<file path="config.mk">
export PLATFORM = sky130hd
export DESIGN_NAME = api_response_frame_builder
export DESIGN_NICKNAME = d
export VERILOG_FILES = /design/src/design/frame_pkg.sv /design/src/design/byte_fifo.sv /design/src/design/frame_checksum.sv /design/src/design/api_response_frame_builder.sv
export SDC_FILE = /design/constraint.sdc
export NUM_CORES = 1
export LEC_CHECK = 0
export ABC_AREA = 1
export ABC_CLOCK_PERIOD_IN_PS = 3100
export BUFFER_PORTS_ARGS = -buffer_cell sky130_fd_sc_hd__buf_2
export CAP_MARGIN = 30
export CORE_ASPECT_RATIO = 1.4
export CORE_UTILIZATION = 45
export CTS_CLUSTER_SIZE = 12
export DETAILED_ROUTE_END_ITERATION = 8
export HOLD_SLACK_MARGIN = 0.12
export PLACE_DENSITY_LB_ADDON = 0.15
export SLEW_MARGIN = 20
export SYNTH_ARGS = -nofsm -noshare
export SYNTH_HDL_FRONTEND = slang
export SYNTH_SLANG_ARGS = --single-unit
export TNS_END_PERCENT = 5
</file>
<file path="constraint.sdc">
create_clock -name sys_clk -period 3.1 [get_ports sys_clk]
set_input_delay 0.155 -clock sys_clk [delete_from_list [all_inputs] [get_ports sys_clk]]
set_output_delay 0.155 -clock sys_clk [all_outputs]
set_load 0.01 [all_outputs]
</file>
<file path="src/design/frame_pkg.sv">
/*
 * constants and types of the response frame builder.
 * assumes one byte stream toward the host serial port.
 */
package frame_pkg;

    // ****************
    // frame layout
    // ****************
    localparam logic [7:0]  START_DELIM      = 8'h7E;
    localparam logic [7:0]  TYPE_CMD_RESP    = 8'h88;
    localparam logic [7:0]  TYPE_MODEM_STAT  = 8'h8A;
    localparam logic [15:0] LEN_MODEM_STAT   = 16'h0002;
    localparam logic [15:0] LEN_CMD_FIXED    = 16'h0005;
    localparam logic [7:0]  CSUM_BASE        = 8'hFF;
    localparam logic [1:0]  CMD_BODY_LAST    = 2'h3;
    localparam logic [1:0]  MODEM_BODY_LAST  = 2'h0;
    localparam logic [7:0]  SUPPRESS_ID      = 8'h00;

    // ****************
    // command status codes
    // ****************
    localparam logic [7:0]  CMD_OK           = 8'h00;
    localparam logic [7:0]  CMD_ERROR        = 8'h01;
    localparam logic [7:0]  CMD_BAD_CMD      = 8'h02;
    localparam logic [7:0]  CMD_BAD_PARAM    = 8'h03;
    localparam logic [7:0]  CMD_TX_FAIL      = 8'h04;

    // ****************
    // modem status codes and event slots
    // ****************
    localparam logic [7:0]  MS_HW_RESET      = 8'h00;
    localparam logic [7:0]  MS_WATCHDOG      = 8'h01;
    localparam logic [7:0]  MS_JOINED        = 8'h02;
    localparam logic [7:0]  MS_DISASSOC      = 8'h03;
    localparam logic [7:0]  MS_COORD_START   = 8'h06;
    localparam logic [7:0]  MS_KEY_UPDATE    = 8'h07;
    localparam logic [7:0]  MS_SUPPLY_LIMIT  = 8'h0D;
    localparam logic [7:0]  MS_CFG_IN_JOIN   = 8'h11;
    localparam logic [7:0]  MS_STACK_ERR     = 8'h80;

    localparam int          EV_COUNT         = 9;
    localparam logic [8:0]  EV_RESET_VALUE   = 9'h001;

    // ****************
    // buffering
    // ****************
    localparam int          BYTE_W           = 8;
    localparam int          DATA_FIFO_DEPTH  = 8;

    typedef enum logic [3:0] {
        S_IDLE, S_DELIM, S_LEN_HI, S_LEN_LO, S_TYPE, S_BODY, S_DATA, S_CSUM, S_DRAIN
    } build_state_t;

endpackage

</file>
<file path="src/design/byte_fifo.sv">
/*
 * first-in first-out buffer with valid/ready on both sides.
 * assumes depth is a power of two; one clock, synchronous reset.
 */
`timescale 1ns/1ps
module byte_fifo #(
    parameter int WIDTH = 8,
    parameter int DEPTH = 8
) (
    // clock and reset
    input  wire logic             sys_clk,
    input  wire logic             rst,
    // fill side
    input  wire logic             in_valid,
    output logic                  in_ready,
    input  wire logic [WIDTH-1:0] in_data,
    // drain side
    output logic                  out_valid,
    input  wire logic             out_ready,
    output logic [WIDTH-1:0]      out_data
);
    localparam int AW = $clog2(DEPTH);

    if (DEPTH < 2 || (DEPTH & (DEPTH - 1)) != 0 || WIDTH < 1) begin : g_bad
        $error("byte_fifo depth must be a power of two of at least 2");
    end

    logic [WIDTH-1:0] mem [DEPTH];
    logic [AW-1:0]    wr_ptr, next_wr_ptr;
    logic [AW-1:0]    rd_ptr, next_rd_ptr;
    logic [AW:0]      count, next_count;
    logic             push, pop;

    assign in_ready  = (count != DEPTH[AW:0]);
    assign out_valid = (count != '0);
    assign out_data  = mem[rd_ptr];
    assign push      = in_valid && in_ready;
    assign pop       = out_valid && out_ready;

    always_comb begin
        next_wr_ptr = push ? wr_ptr + 1'b1 : wr_ptr;
        next_rd_ptr = pop ? rd_ptr + 1'b1 : rd_ptr;
        next_count  = count + {{AW{1'b0}}, push} - {{AW{1'b0}}, pop};
    end

    always_ff @(posedge sys_clk) begin
        if (rst) begin
            wr_ptr <= '0;
            rd_ptr <= '0;
            count  <= '0;
        end else begin
            wr_ptr <= next_wr_ptr;
            rd_ptr <= next_rd_ptr;
            count  <= next_count;
        end
    end

    // storage is not reset; empty flag keeps stale words from being seen
    always_ff @(posedge sys_clk) begin
        if (push) begin
            mem[wr_ptr] <= in_data;
        end
    end

endmodule

</file>
<file path="src/design/frame_checksum.sv">
/*
 * running frame checksum: complement of the low byte of a byte sum.
 * assumes the caller clears it before the first summed byte of a frame.
 */
`timescale 1ns/1ps
module frame_checksum (
    // clock and reset
    input  wire logic       sys_clk,
    input  wire logic       rst,
    // byte feed
    input  wire logic       sum_clear,
    input  wire logic       sum_add,
    input  wire logic [7:0] sum_byte,
    // result
    output logic [7:0]      csum
);
    import frame_pkg::*;

    logic [7:0] sum, next_sum;

    always_comb begin
        next_sum = sum;
        if (sum_clear) begin
            next_sum = 8'h00;
        end else if (sum_add) begin
            next_sum = sum + sum_byte;
        end
    end

    always_ff @(posedge sys_clk) begin
        if (rst) begin
            sum <= 8'h00;
        end else begin
            sum <= next_sum;
        end
    end

    assign csum = CSUM_BASE - sum;

endmodule

</file>
<file path="src/design/api_response_frame_builder.sv">
/*
 * builds command-response and modem-status frames as a byte stream for the
 * serial port toward the host; command data bytes pass through a fifo.
 * assumes event inputs and requests come from logic on sys_clk, and that a
 * uart transmitter downstream takes bytes with tx_valid/tx_ready.
 */
// Overview of operation
// delimiter, then sixteen-bit length, high byte first
// last byte is 0xFF minus byte sum
// command answers carry type 0x88
// one request may yield several consecutive frames
// frame identifier echoed at offset four
// identifier zero suppresses the command answer
// two command name characters echoed back
// status code byte follows the name
// query data follows status; writes carry none
// modem status frames: type 0x8A, length two
// reset, watchdog, join, disassociate, coordinator codes
// key update code 7; stack errors 0x80+
// config-during-join 0x11, supply limit 0x0D
// host tolerates unknown modem status codes
// host drops bad-checksum frames, resynchronises
`timescale 1ns/1ps
module api_response_frame_builder
    import frame_pkg::*;
#(
    parameter int FIFO_DEPTH = frame_pkg::DATA_FIFO_DEPTH
) (
    // clock and reset
    input  wire logic                        sys_clk,
    input  wire logic                        rst,
    // command answer request
    input  wire logic                        cmd_valid,
    output logic                             cmd_ready,
    input  wire logic [7:0]                  cmd_frame_id,
    input  wire logic [7:0]                  cmd_name_hi,
    input  wire logic [7:0]                  cmd_name_lo,
    input  wire logic [7:0]                  cmd_status,
    input  wire logic [7:0]                  cmd_data_count,
    input  wire logic                        cmd_more,
    // command data bytes
    input  wire logic                        data_valid,
    output logic                             data_ready,
    input  wire logic [frame_pkg::BYTE_W-1:0] data_byte,
    // modem events, one-cycle pulses
    input  wire logic                        ev_watchdog,
    input  wire logic                        ev_joined,
    input  wire logic                        ev_disassoc,
    input  wire logic                        ev_coord_start,
    input  wire logic                        ev_key_update,
    input  wire logic                        ev_supply_limit,
    input  wire logic                        ev_cfg_in_join,
    input  wire logic                        ev_stack_err,
    input  wire logic [6:0]                  stack_err_code,
    // byte stream toward the serial port
    output logic                             tx_valid,
    input  wire logic                        tx_ready,
    output logic [7:0]                       tx_byte,
    output logic                             tx_last
);

    // ****************
    // helpers
    // ****************
    // lowest pending slot wins; slot 0 is the power-up report
    function automatic logic [3:0] first_pending(input logic [EV_COUNT-1:0] p);
        logic [3:0] r;
        r = 4'hF;
        for (int i = EV_COUNT - 1; i >= 0; i--) begin
            if (p[i]) begin
                r = i[3:0];
            end
        end
        return r;
    endfunction

    function automatic logic [7:0] slot_code(input logic [3:0] s, input logic [6:0] err);
        logic [7:0] c;
        unique case (s)
            4'h0:    c = MS_HW_RESET;
            4'h1:    c = MS_WATCHDOG;
            4'h2:    c = MS_JOINED;
            4'h3:    c = MS_DISASSOC;
            4'h4:    c = MS_COORD_START;
            4'h5:    c = MS_KEY_UPDATE;
            4'h6:    c = MS_SUPPLY_LIMIT;
            4'h7:    c = MS_CFG_IN_JOIN;
            4'h8:    c = MS_STACK_ERR | {1'b0, err};
            default: c = MS_HW_RESET;
        endcase
        return c;
    endfunction

    // ****************
    // state
    // ****************
    build_state_t          state, next_state;
    logic                  is_cmd, next_is_cmd;
    logic                  burst, next_burst;
    logic [1:0]            idx, next_idx;
    logic [7:0]            remain, next_remain;
    logic [15:0]           len, next_len;
    logic [7:0]            f_id, next_f_id;
    logic [7:0]            f_hi, next_f_hi;
    logic [7:0]            f_lo, next_f_lo;
    logic [7:0]            f_stat, next_f_stat;
    logic [EV_COUNT-1:0]   pending, next_pending;
    logic [6:0]            err_code, next_err_code;
    logic                  next_tx_valid;
    logic [7:0]            next_tx_byte;
    logic                  next_tx_last;

    logic                  slot_free;
    logic                  emit;
    logic [7:0]            emit_byte;
    logic                  emit_last;
    logic                  sum_add;
    logic                  sum_clear;
    logic [7:0]            csum;
    logic [EV_COUNT-1:0]   ev_vec;
    logic [EV_COUNT-1:0]   clr_mask;
    logic [3:0]            slot;
    logic                  fifo_valid;
    logic                  fifo_pop;
    logic [7:0]            fifo_byte;

    assign slot_free = !tx_valid || tx_ready;
    assign ev_vec    = {ev_stack_err, ev_cfg_in_join, ev_supply_limit, ev_key_update,
                        ev_coord_start, ev_disassoc, ev_joined, ev_watchdog, 1'b0};
    assign slot      = first_pending(pending);

    // ****************
    // data buffer and checksum
    // ****************
    // data_ready drops when full, stalling the data source
    byte_fifo #(
        .WIDTH (BYTE_W),
        .DEPTH (FIFO_DEPTH)
    ) u_data_fifo (
        .sys_clk   (sys_clk),
        .rst       (rst),
        .in_valid  (data_valid),
        .in_ready  (data_ready),
        .in_data   (data_byte),
        .out_valid (fifo_valid),
        .out_ready (fifo_pop),
        .out_data  (fifo_byte)
    );

    frame_checksum u_csum (
        .sys_clk   (sys_clk),
        .rst       (rst),
        .sum_clear (sum_clear),
        .sum_add   (sum_add),
        .sum_byte  (emit_byte),
        .csum      (csum)
    );

    // ****************
    // frame sequencer
    // ****************
    always_comb begin
        next_state    = state;
        next_is_cmd   = is_cmd;
        next_burst    = burst;
        next_idx      = idx;
        next_remain   = remain;
        next_len      = len;
        next_f_id     = f_id;
        next_f_hi     = f_hi;
        next_f_lo     = f_lo;
        next_f_stat   = f_stat;
        next_err_code = ev_stack_err ? stack_err_code : err_code;
        clr_mask      = '0;
        cmd_ready     = 1'b0;
        fifo_pop      = 1'b0;
        emit          = 1'b0;
        emit_byte     = 8'h00;
        emit_last     = 1'b0;
        sum_add       = 1'b0;
        sum_clear     = 1'b0;
        unique case (state)
            S_IDLE: begin
                // a multi-frame answer holds off status reports until done
                if (pending != '0 && !burst) begin
                    next_is_cmd = 1'b0;
                    next_f_stat = slot_code(slot, err_code);
                    next_len    = LEN_MODEM_STAT;
                    clr_mask[slot] = 1'b1;
                    next_state  = S_DELIM;
                end else if (cmd_valid) begin
                    cmd_ready   = 1'b1;
                    next_is_cmd = 1'b1;
                    next_burst  = cmd_more;
                    next_f_id   = cmd_frame_id;
                    next_f_hi   = cmd_name_hi;
                    next_f_lo   = cmd_name_lo;
                    next_f_stat = cmd_status;
                    next_remain = cmd_data_count;
                    next_len    = LEN_CMD_FIXED + {8'h00, cmd_data_count};
                    if (cmd_frame_id == SUPPRESS_ID) begin
                        // data still has to leave the buffer
                        next_state = (cmd_data_count == 8'h00) ? S_IDLE : S_DRAIN;
                    end else begin
                        next_state = S_DELIM;
                    end
                end
            end
            S_DELIM: begin
                if (slot_free) begin
                    emit       = 1'b1;
                    emit_byte  = START_DELIM;
                    sum_clear  = 1'b1;
                    next_state = S_LEN_HI;
                end
            end
            S_LEN_HI: begin
                if (slot_free) begin
                    emit       = 1'b1;
                    emit_byte  = len[15:8];
                    next_state = S_LEN_LO;
                end
            end
            S_LEN_LO: begin
                if (slot_free) begin
                    emit       = 1'b1;
                    emit_byte  = len[7:0];
                    next_state = S_TYPE;
                end
            end
            S_TYPE: begin
                if (slot_free) begin
                    emit       = 1'b1;
                    sum_add    = 1'b1;
                    emit_byte  = is_cmd ? TYPE_CMD_RESP : TYPE_MODEM_STAT;
                    next_idx   = 2'h0;
                    next_state = S_BODY;
                end
            end
            S_BODY: begin
                if (slot_free) begin
                    emit    = 1'b1;
                    sum_add = 1'b1;
                    if (!is_cmd) begin
                        emit_byte = f_stat;
                    end else begin
                        unique case (idx)
                            2'h0: emit_byte = f_id;
                            2'h1: emit_byte = f_hi;
                            2'h2: emit_byte = f_lo;
                            2'h3: emit_byte = f_stat;
                        endcase
                    end
                    next_idx = idx + 2'h1;
                    if (idx == (is_cmd ? CMD_BODY_LAST : MODEM_BODY_LAST)) begin
                        next_state = (is_cmd && remain != 8'h00) ? S_DATA : S_CSUM;
                    end
                end
            end
            S_DATA: begin
                if (slot_free && fifo_valid) begin
                    emit        = 1'b1;
                    sum_add     = 1'b1;
                    fifo_pop    = 1'b1;
                    emit_byte   = fifo_byte;
                    next_remain = remain - 8'h01;
                    if (remain == 8'h01) begin
                        next_state = S_CSUM;
                    end
                end
            end
            S_CSUM: begin
                if (slot_free) begin
                    emit       = 1'b1;
                    emit_last  = 1'b1;
                    emit_byte  = csum;
                    next_state = S_IDLE;
                end
            end
            S_DRAIN: begin
                fifo_pop = fifo_valid;
                if (fifo_valid) begin
                    next_remain = remain - 8'h01;
                    if (remain == 8'h01) begin
                        next_state = S_IDLE;
                    end
                end
            end
        endcase
        // an event in the same cycle as its clear stays pending
        next_pending = (pending & ~clr_mask) | ev_vec;
        next_tx_valid = emit ? 1'b1 : (tx_ready ? 1'b0 : tx_valid);
        next_tx_byte  = emit ? emit_byte : tx_byte;
        next_tx_last  = emit ? emit_last : tx_last;
    end

    // the power-up report is queued by reset itself
    always_ff @(posedge sys_clk) begin
        if (rst) begin
            state    <= S_IDLE;
            is_cmd   <= 1'b0;
            burst    <= 1'b0;
            idx      <= 2'h0;
            remain   <= 8'h00;
            len      <= 16'h0000;
            f_id     <= 8'h00;
            f_hi     <= 8'h00;
            f_lo     <= 8'h00;
            f_stat   <= 8'h00;
            pending  <= EV_RESET_VALUE;
            err_code <= 7'h00;
            tx_valid <= 1'b0;
            tx_byte  <= 8'h00;
            tx_last  <= 1'b0;
        end else begin
            state    <= next_state;
            is_cmd   <= next_is_cmd;
            burst    <= next_burst;
            idx      <= next_idx;
            remain   <= next_remain;
            len      <= next_len;
            f_id     <= next_f_id;
            f_hi     <= next_f_hi;
            f_lo     <= next_f_lo;
            f_stat   <= next_f_stat;
            pending  <= next_pending;
            err_code <= next_err_code;
            tx_valid <= next_tx_valid;
            tx_byte  <= next_tx_byte;
            tx_last  <= next_tx_last;
        end
    end

endmodule

</file>
# Word-level counts from Yosys, hierarchy flattened
# Memories as Yosys holds them, arrays and structs flattened. A register that Yosys moved wholly into a read port is not among the register bits.
# Index checks and enable logic that the tools add are counted.
# classes
addsub,9
order_cmp,2
eq_ne,36
muxes,73
n_bitwise,4
n_reduce_logical,28
# op_table
op,n
two-way mux 8 bit,13
two-way mux 4 bit,23
case mux 8 bit (8 select lines),1
case mux 8 bit (7 select lines),1
case mux 4 bit (9 select lines),1
"== test 4 x 3 -> 1 bit, second input constant",8
two-way mux 16 bit,2
case mux 8 bit (4 select lines),1
"!= test 2 bit, second input constant",13
case mux 8 bit (3 select lines),1
two-way mux 9 bit,2
"== test 4 x 2 -> 1 bit, second input constant",4
zero test 8 bit,2
two-way mux 1 bit,15
AND reduction 12 bit,1
"adder 3 x 8 -> 9 bit, first input constant",1
AND 9 bit,1
two-way mux 3 bit,3
NOT 9 bit,1
bitwise OR 9 bit,1
nonzero test 9 bit,1
adder 8 bit,1
"== test 4 x 1 -> 1 bit, second input constant",2
"== test 4 bit, second input constant",2
other kinds (34),51
# totals
register_bits,108
ramBits,64
output_inout_bits,12
elab_cells,172
memories,1
# mem_list
name,depth,word_bits,rd,rd_ports_with_merged_regs,wr,line,rtl
u_data_fifo.mem,8,8,1,1,1,byte_fifo.sv:28,logic [WIDTH-1:0] mem [DEPTH];

# Logic depth before layout (Yosys ltp)
# logic_depth
word_depth,18
ltp_mapped,20
mapped_depth_nobuf,20

# Cells and area by module
# From an unflattened synthesis, not the netlist that was laid out.
# unflattened
hier_cells,1124
area_unflattened_um2,8570.7
# modules_own_cells
module,n_inst,cells_per_inst,area_each_um2,seq_area_each_um2
api_response_frame_builder,1,653,4335.4,1661.6
byte_fifo,1,372,3550.9,2182.1
frame_checksum,1,99,684.4,160.2

# Worst setup path before layout
# OpenSTA, ideal clock, no wires.
# synth_timing
path_kind,reg-to-reg
start,register idx[0]
end,register u_csum.sum[6]
setup_time_ps,70
t_arrival_ps,2661
t_required_ps,3030
path_slack_ps,370
path_stages_with_launch,18
path_cell_list,dfxtp_1 inv_1 ha_1 inv_1 buf_2 o21ai_0 o21ai_0 nand3_1 nand4_1 ha_1 inv_1 fa_1 o21ai_0 a21oi_1 nor2_1 nor2_1 xor2_1 a21oi_1
# synth_between
elab_chain_cells,6
word_cells_on_any_way,9
classes_between,add/sub (1); eq/ne (3); mux (4); reduce/logical (1)
# synth_rtl
item,line,rtl
"start, declared",api_response_frame_builder.sv:100,"logic [1:0] idx, next_idx;"
"start signal, assigned",api_response_frame_builder.sv:319,idx <= next_idx;
== test 2 bit (tied with other cells),api_response_frame_builder.sv:247,unique case (idx)
case mux 8 bit (4 select lines) (*),api_response_frame_builder.sv:247,
two-way mux 8 bit (*),api_response_frame_builder.sv:244,if (!is_cmd) begin
two-way mux 8 bit (*),api_response_frame_builder.sv:241,if (slot_free) begin
case mux 8 bit (7 select lines) (*),api_response_frame_builder.sv:182,unique case (state)
via emit_byte[0],api_response_frame_builder.sv:115,logic [7:0] emit_byte;
adder 8 bit (*),frame_checksum.sv:26,next_sum = sum + sum_byte;
"end signal, assigned",frame_checksum.sv:34,sum <= next_sum;
"end, declared",frame_checksum.sv:19,"logic [7:0] sum, next_sum;"
# Mark *: on every way through the listed nets, which the timed path passes. The rest lies on a longest branch.
# A chain may end at the register's enable or synchronous reset.

# Worst setup path after layout
# layout_timing
start,register idx[1]
end,register u_csum.sum[6]
# Same word-level chain as after synthesis.

==> impl_metrics.toml <==
[run_status]
status = "complete, no violations"

[die]
num_rows = 57
core_sq_um = 17500
initial_core_util_pct = 46.3
die_y_microns = 161
fp.dieW_microns = 116
ios = 81
die_area_sq_um = 18600

[route]
ant_nets = 0
drt-wirelength-per-cell_microns = 14.8
firstDrtPassIters = 5
drtIter0Drc = 360
drc = 0
viasPerCell = 5.03
via_count = 7032
routed_wl_mm = 20.7

[setup_path]
crit_path_max_fanout = 13
cp.required_ns = 3.41
cp-start-kind = "flop"
worstSetupStartpoint = "idx[1]"
critPathCaptureType = "flop"
reg2reg_from = "idx[1]"
reg2reg_setup_slack_ns = 0.23
path_class = "reg -> reg"
crit_arrival_ns = 3.18

[yosys]
syn_nets = 1083
synth_area_leaders = "dfxtp_1, edfxtp_1, nor2_1"
synthCells = 989
synth_top_area_share_pct = 25.6
avgSynthCellArea_sq_um = 8.22
yosysTopAreaCell = "dfxtp_1"
synthesis.area_sq_um = 8130
synth.yosys.seq_area_share_pct = 49.3
ys_types = 51
synth-seq-cells = 168
yosys_warnings = 0

[clock_tree]
h-tree-depth = 4
cts_buffers = 17
clockRootBuffer = "clkbuf_16"
cts_sinks = 168
clk_pin_slew_worst_paths_ns = 0.07
cts_tree = "yes"
cts_buffer_depth = 2
clk_latency_ns = 0.43

[final_layout]
layout_commonest_cell = "nor2_1"
drive_gt1_share_pct = 17.6
post_layout_nonfiller_instances = 1399
areaGrowthSynthToFinish_pct = 24.9
final_nets = 1244
stdcell_area_sq_um = 10100
final_cell_mix = "nor2_1, nand2_1, o21ai_0"
n_antenna_cell = 0

[placement]
hpwl_mm = 14.6
portBuffers = 80
dp.cells = 1298
place_congestion = 0.858
post-place-ws_ns = 0.0696
place_area_sq_um = 8860

[timing]
finalClockSkew_ns = 0.00879
finalCriticalPeriod_ns = 2.87
max_freq_mhz = 348
relSlewSlack_pct = 49.3
setup_ws_ns = 0.230
finalSetupViolCount = 0
rsz0062_at_grt = "true"
drv_slew = 0
worstMarginPinSlew_ns = 0.756
hold_viol = 0
fin_crit_sh_pct = 92.6

[pwr]
net-switching-power_uw = 2670
power.density_nw_per_um2 = 718
p_comb_share_pct = 33.2
p_leak_uw = 0.00431
seqPwrFrac_pct = 38.1
total_power_uw = 7290
p_int_uw = 4610
clockPowerShare_pct = 28.7
peakVddDrop_mv = 0.417
switching_share_pct = 36.7

[worst_hold_path]
hold_path.class = "in -> reg"
min-delay-start = "cmd_valid"

[run]
max_cap_viol_count = 0

[global_route]
grt_max_degree = 35
antenna_found_initial = 0
grt_overflow = 0
first_global_vias = 6861
grt_pass1_wl_mm = 33.4
grt_use_total_pct = 23.6
## logic make-up (layout without fill, tap and decap cells)
| group | count (synthesis) | count (layout) | share of synthesized area, % |
|---|---|---|---|
| and+or+nand+nor | 405 | 405 | 22.2 |
| AOI/OAI and AO/OA | 237 | 237 | 16.3 |
| DFF | 168 | 168 | 49.3 |
| buffers and inverters | 143 | 317 | 7.03 |
| adders and majority gates | 25 | 25 | 4.03 |
| xor gates and xnor gates | 11 | 11 | 1.19 |
## power groups by stage
stage	Clock, uW	Combinational, uW	Sequential, uW
after floorplan	0	1720	2780
after global placement	0	2320	2820
after detailed placement	0	2330	2820
after CTS	2110	2410	2780
after global routing	2220	2750	2810
final	2090	2420	2780
## registers in the layout, summed over array words and instances (netlist names), named ones only
name,cells
u_data_fifo.mem,64
burst,1
pending,9
u_csum.sum,8
len,9
is_cmd,1
state,4
u_data_fifo.count,4
u_data_fifo.rd_ptr,3
f_lo,8
u_data_fifo.wr_ptr,3
idx,2
tx_valid,1
f_hi,8
err_code,7
remain,8
tx_last,1
f_stat,8
tx_byte,8
f_id,8
## path summary, 6_finish.rpt
check,endpoint,depth (start not counted)
max,u_csum.sum[6],18
min,burst,4
min reg2reg,f_stat[5],2
max reg2reg,u_csum.sum[6],18
## layout make-up
cell class	count	area (sq um)
fillers	1685	7400
multi-input cells	678	3560
clock buffers	17	425
well taps	236	295
clock inverters	15	156
inverters	110	420
flip-flops and latches	168	4000
repair buffers	175	1280
## what timing repair did
item                       4_1_cts  5_1_grt
setup buffers                    0        1
hold buffers                    68        0
resized for setup                0        5
hold endpoints to repair       118        0
setup endpoints to repair        0        3
## cells in the mapped netlist (all sizes together)
master and count:
a211oi 2, a21oi 66, a221oi 1, a22oi 1, a31oi 4, a32o 3, and2 2, and3 1
buf 18, clkbuf 15, clkinv 1, dfxtp 104, edfxtp 64, fa 2, ha 23, inv 109
nand2 159, nand3 40, nand3b 2, nand4 8, nor2 173, nor3 9, nor4 3, o2111ai 1
o211a 3, o211ai 12, o21a 1, o21ai 131, o221a 1, o221ai 5, o22ai 6, or2 8
xnor2 2, xor2 9
## stage by stage
step	util (%)	hold WS (ns)	setup TNS, ns
after global placement	50.5	0.367	0
after floorplan	-	0.254	0
after CTS	57.7	0.124	0
after global routing	57.8	0.144	-0.0131
after detailed placement	50.5	0.374	0
final	57.8	0.128	0
## routing by layer
| layer | track usage [%] | wire length, microns |
|---|---|---|
| met1 | 27.9 | 8820 |
| met2 | 42.0 | 10500 |
| met3 | 3.60 | 778 |
| met4 | 9.80 | 603 |
| met5 | 0 | 0 |
## critical path, stage by stage, from the launching register on
cell and delay, ns:
dfxtp_1 0.42, inv_1 0.11, ha_1 0.22, inv_4 0.12, buf_4 0.15, nand3_1 0.08
o211ai_1 0.10, a21oi_1 0.10, nor2_1 0.12, and2_1 0.17, inv_1 0.05, ha_1 0.36
a21oi_1 0.14, o21ai_1 0.10, a21oi_1 0.14, nor2_1 0.05, nor2_1 0.10, xor2_1 0.16
a21oi_1 0.08
(Power assumes the default switching activity.)
